### config.mk
export PLATFORM = sky130hd
export DESIGN_NAME = lbl_exec_unit
export DESIGN_NICKNAME = d
export VERILOG_FILES = /design/src/rtl/lbl_pkg.sv /design/src/rtl/lbl_cond_eval.sv /design/src/rtl/lbl_exec_unit.sv /design/src/rtl/lbl_load_decode.sv
export SDC_FILE = /design/constraint.sdc
export NUM_CORES = 1
export LEC_CHECK = 0
export BUFFER_PORTS_ARGS = -buffer_cell sky130_fd_sc_hd__buf_2
export CAP_MARGIN = 20
export CORE_MARGIN = 4
export CORE_UTILIZATION = 56
export DETAILED_ROUTE_END_ITERATION = 10
export GPL_ROUTABILITY_DRIVEN = 0
export GPL_TIMING_DRIVEN = 0
export PLACE_DENSITY = 0.87
export RECOVER_POWER = 100
export SKIP_LAST_GASP = 1
export SYNTH_ARGS = -nofsm -noshare
export SYNTH_HDL_FRONTEND = slang
export SYNTH_SLANG_ARGS = --single-unit
### constraint.sdc
create_clock -name clk -period 4.1 [get_ports clk]
set_input_delay 0.82 -clock clk [delete_from_list [all_inputs] [get_ports clk]]
set_output_delay 0.82 -clock clk [all_outputs]
set_load 0.02 [all_outputs]
### src/rtl/lbl_pkg.sv
package lbl_pkg;

    // ************************************************************
    // opcodes
    // ************************************************************
    localparam logic [7:0] OP_PREFIX = 8'h18;
    localparam logic [7:0] OP_LB_OVF = 8'h29;
    localparam logic [7:0] OP_LB_GT = 8'h2E;
    localparam logic [7:0] OP_LB_LE = 8'h2F;
    localparam logic [7:0] OP_LB_GE = 8'h2C;
    localparam logic [7:0] OP_LB_LT = 8'h2D;
    localparam logic [7:0] OP_LB_HI = 8'h22;
    localparam logic [7:0] OP_LB_LS = 8'h23;
    localparam logic [7:0] OP_LB_HS = 8'h24;
    localparam logic [7:0] OP_LB_LO = 8'h25;
    localparam logic [7:0] OP_ACCA_IMM = 8'h86;
    localparam logic [7:0] OP_ACCA_DIR = 8'h96;
    localparam logic [7:0] OP_ACCA_EXT = 8'hB6;
    localparam logic [7:0] OP_ACCA_IDX = 8'hA6;
    localparam logic [7:0] OP_ACCB_IMM = 8'hC6;
    localparam logic [7:0] OP_ACCB_DIR = 8'hD6;
    localparam logic [7:0] OP_ACCB_EXT = 8'hF6;
    localparam logic [7:0] OP_ACCB_IDX = 8'hE6;
    localparam logic [7:0] OP_ACCD_IMM = 8'hCC;
    localparam logic [7:0] OP_ACCD_DIR = 8'hDC;
    localparam logic [7:0] OP_ACCD_EXT = 8'hFC;
    localparam logic [7:0] OP_ACCD_IDX = 8'hEC;

    // ************************************************************
    // lengths, timing, flags
    // ************************************************************
    localparam logic [15:0] BR_OFFSET = 16'h0004;
    localparam logic [2:0] LEN_IMM8 = 3'h2;
    localparam logic [2:0] LEN_IMM16 = 3'h3;
    localparam logic [2:0] LEN_DIR = 3'h2;
    localparam logic [2:0] LEN_EXT = 3'h3;
    localparam logic [2:0] LEN_IDX = 3'h2;
    localparam logic [2:0] CYC_TAKEN = 3'h4;
    localparam logic [2:0] CYC_NOT_TAKEN = 3'h3;
    localparam int CCR_C = 0;
    localparam int CCR_V = 1;
    localparam int CCR_Z = 2;
    localparam int CCR_N = 3;
    localparam logic [7:0] CCR_RST = 8'hD0;

    // ************************************************************
    // register map
    // ************************************************************
    localparam logic [7:0] REG_CTRL = 8'h00;
    localparam logic [7:0] REG_CCR = 8'h04;
    localparam logic [7:0] REG_ACC = 8'h08;
    localparam logic [7:0] REG_PC = 8'h0C;
    localparam logic [7:0] REG_STAT = 8'h10;
    localparam logic CTRL_RST = 1'b1;
    localparam logic [1:0] RESP_OKAY = 2'h0;
    localparam logic [1:0] RESP_SLVERR = 2'h2;

    typedef enum logic [1:0] {DEST_A, DEST_B, DEST_D} lbl_dest_e;
    typedef enum logic {AM_IMM, AM_MEM} lbl_amode_e;
    typedef enum logic [2:0] {ST_IDLE, ST_BRANCH, ST_RD_HI, ST_RD_LO, ST_WB} lbl_state_e;

    typedef struct packed {
        logic [15:0] addr;
        logic [7:0] b0;
        logic [7:0] b1;
        logic [7:0] b2;
        logic [7:0] b3;
    } lbl_instr_s;

    typedef struct packed {
        logic hit;
        lbl_dest_e dest;
        lbl_amode_e amode;
        logic [2:0] len;
    } lbl_load_s;

endpackage

### src/rtl/lbl_cond_eval.sv
`timescale 1ns/1ps
`default_nettype none
module lbl_cond_eval (
    input wire logic [7:0] op,
    input wire logic [7:0] ccr,
    output logic hit,
    output logic take
);
    import lbl_pkg::*;
    logic n, z, v, c;
    assign n = ccr[CCR_N];
    assign z = ccr[CCR_Z];
    assign v = ccr[CCR_V];
    assign c = ccr[CCR_C];

    always_comb begin
        hit = 1'b1;
        take = 1'b0;
        case (op)
            OP_LB_OVF: take = v;
            OP_LB_GT: take = !(z | (n ^ v));
            OP_LB_LE: take = z | (n ^ v);
            OP_LB_GE: take = !(n ^ v);
            OP_LB_LT: take = n ^ v;
            OP_LB_HI: take = !(c | z);
            OP_LB_LS: take = c | z;
            OP_LB_HS: take = !c;
            OP_LB_LO: take = c;
            default: hit = 1'b0;
        endcase
    end
endmodule
`default_nettype wire

### src/rtl/lbl_exec_unit.sv
`timescale 1ns/1ps
`default_nettype none
module lbl_exec_unit #(
    parameter int ADDR_W = 8
) (
    input wire logic clk,
    input wire logic arst_n,
    input wire logic [ADDR_W-1:0] awaddr,
    input wire logic awvalid,
    output logic awready,
    input wire logic [31:0] wdata,
    input wire logic [3:0] wstrb,
    input wire logic wvalid,
    output logic wready,
    output logic [1:0] bresp,
    output logic bvalid,
    input wire logic bready,
    input wire logic [ADDR_W-1:0] araddr,
    input wire logic arvalid,
    output logic arready,
    output logic [31:0] rdata,
    output logic [1:0] rresp,
    output logic rvalid,
    input wire logic rready,
    input wire logic iq_valid,
    output logic iq_ready,
    input wire lbl_pkg::lbl_instr_s iq_instr,
    input wire logic [15:0] ea_addr,
    output logic mem_req,
    output logic [15:0] mem_addr,
    input wire logic [7:0] mem_rdata,
    input wire logic mem_ack,
    output logic pc_load,
    output logic [15:0] pc_new,
    output logic done,
    output logic [7:0] acc_a,
    output logic [7:0] acc_b,
    output logic [7:0] ccr
);
    import lbl_pkg::*;

    // ************************************************************
    // decode
    // ************************************************************
    lbl_state_e state_reg, state_next;
    lbl_dest_e dest_reg, dest_next;
    logic [15:0] data_reg, data_next;
    logic [15:0] mem_addr_reg, mem_addr_next;
    logic [15:0] pc_tgt_reg, pc_tgt_next;
    logic [2:0] cnt_reg, cnt_next;
    logic taken_reg, taken_next;
    logic pc_load_reg, pc_load_next;
    logic done_reg, done_next;
    logic [7:0] acc_a_reg, acc_a_next;
    logic [7:0] acc_b_reg, acc_b_next;
    logic [7:0] ccr_reg, ccr_next;
    logic unsup_reg, unsup_next;
    logic ctrl_run_reg, ctrl_run_next;
    logic accept, is_long, br_hit, br_take;
    logic sw_ccr_we, sw_unsup_clr;
    logic [15:0] rel;
    lbl_load_s ld;

    lbl_cond_eval u_cond (
        .op(iq_instr.b1),
        .ccr(ccr_reg),
        .hit(br_hit),
        .take(br_take)
    );

    lbl_load_decode u_ld (
        .op(iq_instr.b0),
        .xb(iq_instr.b1),
        .info(ld)
    );

    assign iq_ready = (state_reg == ST_IDLE) && ctrl_run_reg;
    assign accept = iq_valid && iq_ready;
    assign is_long = (iq_instr.b0 == OP_PREFIX) && br_hit;
    assign rel = {iq_instr.b2, iq_instr.b3};
    assign mem_req = (state_reg == ST_RD_HI) || (state_reg == ST_RD_LO);

    // ************************************************************
    // execution sequence
    // ************************************************************
    always_comb begin
        state_next = state_reg;
        dest_next = dest_reg;
        data_next = data_reg;
        mem_addr_next = mem_addr_reg;
        pc_tgt_next = pc_tgt_reg;
        cnt_next = cnt_reg;
        taken_next = taken_reg;
        pc_load_next = 1'b0;
        done_next = 1'b0;
        acc_a_next = acc_a_reg;
        acc_b_next = acc_b_reg;
        ccr_next = ccr_reg;
        unsup_next = unsup_reg;
        // software updates first so that hardware results win
        if (sw_ccr_we) begin
            ccr_next = wdata[7:0];
        end
        if (sw_unsup_clr) begin
            unsup_next = 1'b0;
        end
        case (state_reg)
            ST_IDLE: begin
                if (accept && is_long) begin
                    taken_next = br_take;
                    pc_tgt_next = iq_instr.addr + BR_OFFSET;
                    if (br_take) begin
                        pc_tgt_next = iq_instr.addr + BR_OFFSET + rel;
                    end
                    cnt_next = br_take ? CYC_TAKEN - 3'h1 : CYC_NOT_TAKEN - 3'h1;
                    state_next = ST_BRANCH;
                end else if (accept && ld.hit) begin
                    dest_next = ld.dest;
                    pc_tgt_next = iq_instr.addr + {13'h0000, ld.len};
                    if (ld.amode == AM_IMM) begin
                        data_next = {iq_instr.b1, iq_instr.b2};
                        state_next = ST_WB;
                    end else begin
                        mem_addr_next = ea_addr;
                        state_next = ST_RD_HI;
                    end
                end else if (accept) begin
                    // outside this slice: no state change, flagged and done pulsed
                    unsup_next = 1'b1;
                    done_next = 1'b1;
                end
            end
            ST_BRANCH: begin
                // branch leaves the flags untouched; only a bus write to REG_CCR can change them here
                if (cnt_reg == 3'h1) begin
                    pc_load_next = 1'b1;
                    done_next = 1'b1;
                    state_next = ST_IDLE;
                end else begin
                    cnt_next = cnt_reg - 3'h1;
                end
            end
            ST_RD_HI: begin
                if (mem_ack) begin
                    data_next[15:8] = mem_rdata;
                    if (dest_reg == DEST_D) begin
                        mem_addr_next = mem_addr_reg + 16'h0001;
                        state_next = ST_RD_LO;
                    end else begin
                        state_next = ST_WB;
                    end
                end
            end
            ST_RD_LO: begin
                if (mem_ack) begin
                    data_next[7:0] = mem_rdata;
                    state_next = ST_WB;
                end
            end
            ST_WB: begin
                if (dest_reg == DEST_D) begin
                    acc_a_next = data_reg[15:8];
                    acc_b_next = data_reg[7:0];
                    ccr_next[CCR_N] = data_reg[15];
                    ccr_next[CCR_Z] = (data_reg == 16'h0000);
                end else begin
                    if (dest_reg == DEST_A) begin
                        acc_a_next = data_reg[15:8];
                    end else begin
                        acc_b_next = data_reg[15:8];
                    end
                    ccr_next[CCR_N] = data_reg[15];
                    ccr_next[CCR_Z] = (data_reg[15:8] == 8'h00);
                end
                // only N, Z and V are written back
                ccr_next[CCR_V] = 1'b0;
                pc_load_next = 1'b1;
                done_next = 1'b1;
                state_next = ST_IDLE;
            end
            default: state_next = ST_IDLE;
        endcase
    end

    always_ff @(posedge clk or negedge arst_n) begin
        if (!arst_n) begin
            state_reg <= ST_IDLE;
            dest_reg <= DEST_A;
            data_reg <= 16'h0000;
            mem_addr_reg <= 16'h0000;
            pc_tgt_reg <= 16'h0000;
            cnt_reg <= 3'h0;
            taken_reg <= 1'b0;
            pc_load_reg <= 1'b0;
            done_reg <= 1'b0;
            acc_a_reg <= 8'h00;
            acc_b_reg <= 8'h00;
            ccr_reg <= CCR_RST;
            unsup_reg <= 1'b0;
        end else begin
            state_reg <= state_next;
            dest_reg <= dest_next;
            data_reg <= data_next;
            mem_addr_reg <= mem_addr_next;
            pc_tgt_reg <= pc_tgt_next;
            cnt_reg <= cnt_next;
            taken_reg <= taken_next;
            pc_load_reg <= pc_load_next;
            done_reg <= done_next;
            acc_a_reg <= acc_a_next;
            acc_b_reg <= acc_b_next;
            ccr_reg <= ccr_next;
            unsup_reg <= unsup_next;
        end
    end

    assign mem_addr = mem_addr_reg;
    assign pc_load = pc_load_reg;
    assign pc_new = pc_tgt_reg;
    assign done = done_reg;
    assign acc_a = acc_a_reg;
    assign acc_b = acc_b_reg;
    assign ccr = ccr_reg;

    // ************************************************************
    // register bus
    // ************************************************************
    logic bvalid_reg, bvalid_next;
    logic [1:0] bresp_reg, bresp_next;
    logic rvalid_reg, rvalid_next;
    logic [1:0] rresp_reg, rresp_next;
    logic [31:0] rdata_reg, rdata_next;
    logic wr_fire, rd_fire;
    logic [7:0] wa, ra;

    // address and data are taken together, which keeps one write slot
    assign awready = awvalid && wvalid && !bvalid_reg;
    assign wready = awready;
    assign arready = !rvalid_reg;
    assign wr_fire = awready;
    assign rd_fire = arvalid && arready;
    assign wa = 8'(awaddr);
    assign ra = 8'(araddr);
    assign sw_ccr_we = wr_fire && (wa == REG_CCR) && wstrb[0];
    assign sw_unsup_clr = wr_fire && (wa == REG_STAT) && wstrb[0] && wdata[1];

    always_comb begin
        ctrl_run_next = ctrl_run_reg;
        bvalid_next = bvalid_reg && !bready;
        bresp_next = bresp_reg;
        rvalid_next = rvalid_reg && !rready;
        rresp_next = rresp_reg;
        rdata_next = rdata_reg;
        if (wr_fire) begin
            bvalid_next = 1'b1;
            bresp_next = RESP_OKAY;
            if (wa == REG_CTRL) begin
                if (wstrb[0]) begin
                    ctrl_run_next = wdata[0];
                end
            end else if (wa == REG_CCR || wa == REG_STAT) begin
                bresp_next = RESP_OKAY;
            end else if (wa == REG_ACC || wa == REG_PC) begin
                bresp_next = RESP_OKAY;
            end else begin
                bresp_next = RESP_SLVERR;
            end
        end
        if (rd_fire) begin
            rvalid_next = 1'b1;
            rresp_next = RESP_OKAY;
            rdata_next = 32'h0000_0000;
            if (ra == REG_CTRL) begin
                rdata_next[0] = ctrl_run_reg;
            end else if (ra == REG_CCR) begin
                rdata_next[7:0] = ccr_reg;
            end else if (ra == REG_ACC) begin
                rdata_next[15:0] = {acc_a_reg, acc_b_reg};
            end else if (ra == REG_PC) begin
                rdata_next[15:0] = pc_tgt_reg;
            end else if (ra == REG_STAT) begin
                rdata_next[2:0] = {taken_reg, unsup_reg, state_reg != ST_IDLE};
            end else begin
                rresp_next = RESP_SLVERR;
            end
        end
    end

    always_ff @(posedge clk or negedge arst_n) begin
        if (!arst_n) begin
            ctrl_run_reg <= CTRL_RST;
            bvalid_reg <= 1'b0;
            bresp_reg <= RESP_OKAY;
            rvalid_reg <= 1'b0;
            rresp_reg <= RESP_OKAY;
            rdata_reg <= 32'h0000_0000;
        end else begin
            ctrl_run_reg <= ctrl_run_next;
            bvalid_reg <= bvalid_next;
            bresp_reg <= bresp_next;
            rvalid_reg <= rvalid_next;
            rresp_reg <= rresp_next;
            rdata_reg <= rdata_next;
        end
    end

    assign bvalid = bvalid_reg;
    assign bresp = bresp_reg;
    assign rvalid = rvalid_reg;
    assign rresp = rresp_reg;
    assign rdata = rdata_reg;
endmodule
`default_nettype wire

### src/rtl/lbl_load_decode.sv
`timescale 1ns/1ps
`default_nettype none
module lbl_load_decode (
    input wire logic [7:0] op,
    input wire logic [7:0] xb,
    output lbl_pkg::lbl_load_s info
);
    import lbl_pkg::*;
    logic [2:0] idx_len;

    // 9-bit offset adds one byte, 16-bit and indirect 16-bit add two
    always_comb begin
        idx_len = LEN_IDX;
        if (xb[7:5] == 3'b111 && !xb[2]) begin
            idx_len = xb[1] ? LEN_IDX + 3'h2 : LEN_IDX + 3'h1;
        end
    end

    always_comb begin
        info = '{hit: 1'b1, dest: DEST_A, amode: AM_MEM, len: LEN_DIR};
        case (op)
            OP_ACCA_IMM: info = '{1'b1, DEST_A, AM_IMM, LEN_IMM8};
            OP_ACCA_DIR: info = '{1'b1, DEST_A, AM_MEM, LEN_DIR};
            OP_ACCA_EXT: info = '{1'b1, DEST_A, AM_MEM, LEN_EXT};
            OP_ACCA_IDX: info = '{1'b1, DEST_A, AM_MEM, idx_len};
            OP_ACCB_IMM: info = '{1'b1, DEST_B, AM_IMM, LEN_IMM8};
            OP_ACCB_DIR: info = '{1'b1, DEST_B, AM_MEM, LEN_DIR};
            OP_ACCB_EXT: info = '{1'b1, DEST_B, AM_MEM, LEN_EXT};
            OP_ACCB_IDX: info = '{1'b1, DEST_B, AM_MEM, idx_len};
            OP_ACCD_IMM: info = '{1'b1, DEST_D, AM_IMM, LEN_IMM16};
            OP_ACCD_DIR: info = '{1'b1, DEST_D, AM_MEM, LEN_DIR};
            OP_ACCD_EXT: info = '{1'b1, DEST_D, AM_MEM, LEN_EXT};
            OP_ACCD_IDX: info = '{1'b1, DEST_D, AM_MEM, idx_len};
            default: info.hit = 1'b0;
        endcase
    end
endmodule
`default_nettype wire

-- After elaboration in Yosys (flattened, before gate mapping)
Index checks and enable logic that the tools add are counted.
W data, S select, Z words.
- add/sub/neg operators: 5
- eq/ne operators: 49
- muxes and demuxes: 69
- bitwise gates (word level): 4
- reduce and logical (&&, ||, !) cells: 54
- operator list (operator ; count):
    $mux W16 ; 12
    $eq A8 B8 Y1 const B ; 12
    $eq A8 B6 Y1 const B ; 9
    $pmux W6 S11 ; 1
    $mux W8 ; 7
    $mux W3 ; 14
    $eq A8 B4 Y1 const B ; 4
    $pmux W16 S2 ; 1
    $pmux W8 S2 ; 2
    $eq A8 B5 Y1 const B ; 3
    $logic_not A8 Y1 ; 3
    $add A16 B1 Y16 const B ; 1
    $add A16 B16 Y16 ; 1
    $add A16 B3 Y16 ; 1
    $add A16 B3 Y16 const B ; 1
    $eq A8 B3 Y1 const B ; 2
    $logic_and A1 B1 Y1 ; 16
    $logic_not A16 Y1 ; 1
    $mux W1 ; 16
    $mux W2 ; 8
    $ne A2 B2 Y1 const B ; 8
    $mux W15 ; 1
    $mux W13 ; 1
    $pmux W3 S4 ; 1
    28 further kinds ; 55
- bits in registers: 107
- input bits: 133
- output and inout bits: 101
- logic and storage cells: 202

-- Depth between registers and ports, before layout
- depth after elaboration: 10
- mapped depth: 14
- gate-level depth less buffers: 14

-- Modules after synthesis
A second synthesis with hierarchy kept.
- cell total of the unflattened synthesis: 823
- area, all modules: 7163.1 um^2
- modules (own cells, without submodules) (module ; times used ; cells an instance ; area an instance (um^2) ; sequential area each (um^2)):
    lbl_exec_unit ; 1 ; 784 ; 6884.1 ; 2632.5
    lbl_cond_eval ; 1 ; 23 ; 148.9 ; 0.0
    lbl_load_decode ; 1 ; 16 ; 130.1 ; 0.0

-- Worst setup path before layout
OpenSTA, ideal clock, no wires.
- path kind: in2reg
- start: in iq_instr[36] (netlist name)
- end: reg pc_tgt_reg[15], in the netlist pc_new[15]
- library setup time: 120 ps
- arrival: 3366 ps
- required time: 3980 ps
- setup slack: 614 ps
- cell stages on the path: 13
- path buffers: 1
- path through: buf_2 and3_1 and3_1 nand2_1 nor2_1 xor2_1 ha_1 a21o_1 a221o_1 a31oi_1 xor2_1 or3_1 a31o_2
- cells in the longest elaborated chain, start to end: 4
- elaborated cells between the ends (all ways): 6
- those cells by class: add/sub (3); mux (3)
- RTL lines (item ; line ; RTL):
    from (decl) ; lbl_exec_unit.sv:27 ; input wire lbl_pkg::lbl_instr_s iq_instr,
    $add A16 B3 Y16 ; lbl_exec_unit.sv:111, lbl_exec_unit.sv:113 ;
    $add A16 B16 Y16 ; lbl_exec_unit.sv:113 ; pc_tgt_next = iq_instr.addr + BR_OFFSET + rel;
    $mux W16 ; lbl_exec_unit.sv:112 ; if (br_take) begin
    $mux W16 * ; lbl_exec_unit.sv:109 ; if (accept && is_long) begin
    to (signal assigned) ; lbl_exec_unit.sv:205 ; pc_tgt_reg <= pc_tgt_next;
    to (decl) ; lbl_exec_unit.sv:49 ; logic [15:0] pc_tgt_reg, pc_tgt_next;
Mark *: on every way between the ends. The rest lies on a longest branch, timed or not. The select of a mux whose other input is x is not followed.
A chain may end at the register's enable or synchronous reset.

-- Worst setup path after layout
- start: in iq_instr[34] (netlist name)
- end: reg pc_tgt_reg[15], in the netlist pc_new[15]
The elaborated chain is that of the path after synthesis.

==> flow_summary.toml <==
[outcome]
status = "complete, but fails checks"
violations = "max-capacitance violations, max-slew violations"

[global_routing]
gr-total-overflow = 0
antenna_found_initial = 0
grt_pass1_wl_um = 33400
grt_max_degree = 62
grt_pass1_vias = 6557
grt_usage_pct = 28.7

[timing]
layout_min_cycle_time_ps = 3700
fin_crit_sh_pct = 90.3
worst-slew-pin-transition_ps = 2580
drv_slew = 45
clock_skew_ps = 8.35
hold_ws_ps = 484
hold_violations = 0
setup_viol = 0
grt_setup_unrepaired = "no"
timing.slew.headroom_pct = -71.7
fin_tns_setup_ps = 0
clock.fmax_mhz = 270

[floorplan]
die_area_mm2 = 0.0145
start_util_pct = 57.9
io_pins = 234
die_w_um = 120
die_h_um = 120
core_mm2 = 0.0122
row_count = 40

[detailed_routing]
wl_met3_um = 2130
drt-total-wl_um = 21700
routed_via_density = 5.98
dr_wl_met2_um = 10100
top_layer_used = "met4"
drcViolationCount = 0
firstDrtPassIters = 5
drtAntennaViolNets = 0
wl_per_cell_um = 18.3
via_count = 7119
met1_length_um = 8990
first_iter_violations = 736

[clock_network]
post_cts_buffers = 0
root_buffer = "clkbuf_16"
cts_buffer_depth = 2
cts-buffers-inserted = 9
cts_tree = "yes"
clk_pin_slew_ps = 80
clock_latency_ps = 350
htree_levels = 3
hold_buffers = 0
post_cts_resized = 0
cts.sinks = 105

[setup_path]
required_ps = 4350
crit_type = "input pin to register"
path_max_fanout = 6
rrSetupSlack_ps = 980
worstReg2RegEnd = "mem_addr[1]"
end_kind = "register"
rr_worst_depth = 8
worst_setup_path_start_kind = "input pin"
cp_data_arrival_time_ps = 3950
reg2reg_from = "state_reg[2]"

[power]
switching_share_pct = 29.2
finalPower_mw = 2.31
ir_drop_mv = 0.213
power_density_mw_per_mm2 = 277
clkPwrFrac_pct = 36.3
intPower_mw = 1.64
power.switching_mw = 0.675
leakage_nw = 3.90
combPwrFrac_pct = 17.5
p_seq_share_pct = 46.2

[synthesis]
ys_ff_latch = 105
synth-seq-area-share_pct = 37.2
synthesis.area_mm2 = 0.00707
yosysUniqueCellTypes = 74
synth_cells = 804
async_flop_share_pct = 100
synth_flop_cell = "dfrtp_1"
synth_warnings = 0
synth_edf_count = 0
synth.avg_cell_area_um2 = 8.80

[placement]
io_buffers = 184
post-dp-hpwl_um = 16900
dp.cells = 1174
dpl_cell_area_mm2 = 0.00830

[final_layout]
nets = 1174
area_growth_pct = 18.3
diodes = 0
final_cells = 1190
drive_above_1_share_pct = 16.6
stdcell_area_mm2 = 0.00837

[job]
cap_violations = 1

[hold_path]
whs_endpoint = "rdata[12]"
hold_start = "rdata[12]"
hold_path.class = "register to register"
hold-path-cell-count = 2
per-stage QoR:
stage          util, %  setup WS [ps]
2_1_floorplan        -            614
3_3_place_gp      67.7            378
3_5_place_dp      68.0            309
4_1_cts           70.3            661
5_1_grt           68.5            320
6_report          68.5            397
logic make-up after synthesis:
kind of cell / after synthesis / synth area share (%)
XOR/XNOR: 38 / 4.71
buffers and inverters: 73 / 5.55
multiplexers: 66 / 9.59
adder cells (fa/ha/maj): 24 / 4.46
other: 1 / 0.0530
AO/OA/AOI/OAI: 229 / 19.9
AND/OR/NAND/NOR: 268 / 18.5
flip-flops: 105 / 37.2
routing by layer:
| metal | global-route usage, % | up-vias |
|---|---|---|
| met2 | 47.1 | 379 |
| met4 | 9.63 | 0 |
| met3 | 5.94 | 50 |
| met1 | 38.1 | 3385 |
| met5 | 0 | - |
| li1 | - | 3305 |
worst max-delay path by stage:
stage | from | to | slack (ps)
after floorplan | iq_instr[36] | pc_new[15] | 610
after detailed placement | iq_instr[34] | pc_new[15] | 310
after CTS | iq_instr[34] | pc_new[15] | 660
final | iq_instr[34] | pc_new[15] | 400
after global routing | iq_instr[34] | pc_new[15] | 320
after global placement | iq_instr[35] | pc_new[15] | 380
layout by cell type (no fill, tap or decap), types with 5 or more instances in the layout:
cell type	n
clkbuf_1	112
buf_2	109
dfrtp_1	101
nor2_1	83
nand2_1	79
a21oi_1	75
o21ai_0	73
mux2i_1	52
ha_1	22
xnor2_1	21
nand3_1	20
buf_4	20
conb_1	18
xor2_1	17
nor3_1	15
inv_1	14
mux2_2	14
o31ai_1	11
nand4_1	10
a211oi_1	10
and3_1	10
nand2b_1	9
clkbuf_16	9
nor2b_1	8
or3_1	8
a21o_1	7
a31oi_1	7
o211ai_1	6
o22ai_1	5
worst max-delay path, stage by stage:
cell and delay (ps):
clkbuf_1 290, ha_1 280, nand3_1 160, nor2_1 200, xor2_1 260, ha_1 340, a21oi_1 170, o21ai_0 140
a221o_1 340, a31oi_1 170, xor2_1 140, or3_1 370, a31o_2 250
synthesized netlist by cell type (all sizes together) (3+ instances only):
cell	n	area share, %
a211o	4	0.50
a211oi	10	1.1
a21o	7	0.74
a21oi	75	5.5
a31oi	7	0.62
a32oi	4	0.76
and3	10	0.88
buf	45	4.1
clkbuf	13	0.69
dfrtp	101	36
dfstp	4	1.5
ha	22	3.9
inv	14	0.74
mux2	14	2.2
mux2i	52	7.4
nand2	79	4.2
nand2b	9	0.80
nand3	21	1.6
nand3b	3	0.32
nand4	10	0.88
nor2	83	4.5
nor2b	8	0.71
nor3	15	1.4
nor3b	4	0.42
nor4	4	0.35
nor4b	3	0.46
o211ai	6	0.64
o21a	4	0.42
o21ai	75	5.3
o22ai	5	0.44
o31ai	12	1.3
or3	9	0.87
or4	4	0.48
xnor2	21	2.6
xor2	17	2.1
power by group through the flow:
stage	clock (mW)	combinational, mW	sequential [mW]
finish	0.840	0.404	1.07
global route	0.900	0.442	1.07
CTS	0.852	0.406	1.07
global placement	0	0.388	1.09
floorplan	0	0.232	1.10
detailed placement	0	0.404	1.09
cell type report:
type                            count  area, um2
Clock buffer                       10        229
Buffer                             58        307
Sequential cell                   105       2630
Multi-Input combinational cell    643       4040
Fill cell                        1080       3840
Inverter                           15       56.3
Tap cell                          168        210
Clock inverter                      6       56.3
Timing Repair Buffer              185        841
No activity file was read; power rests on OpenSTA's default activity.
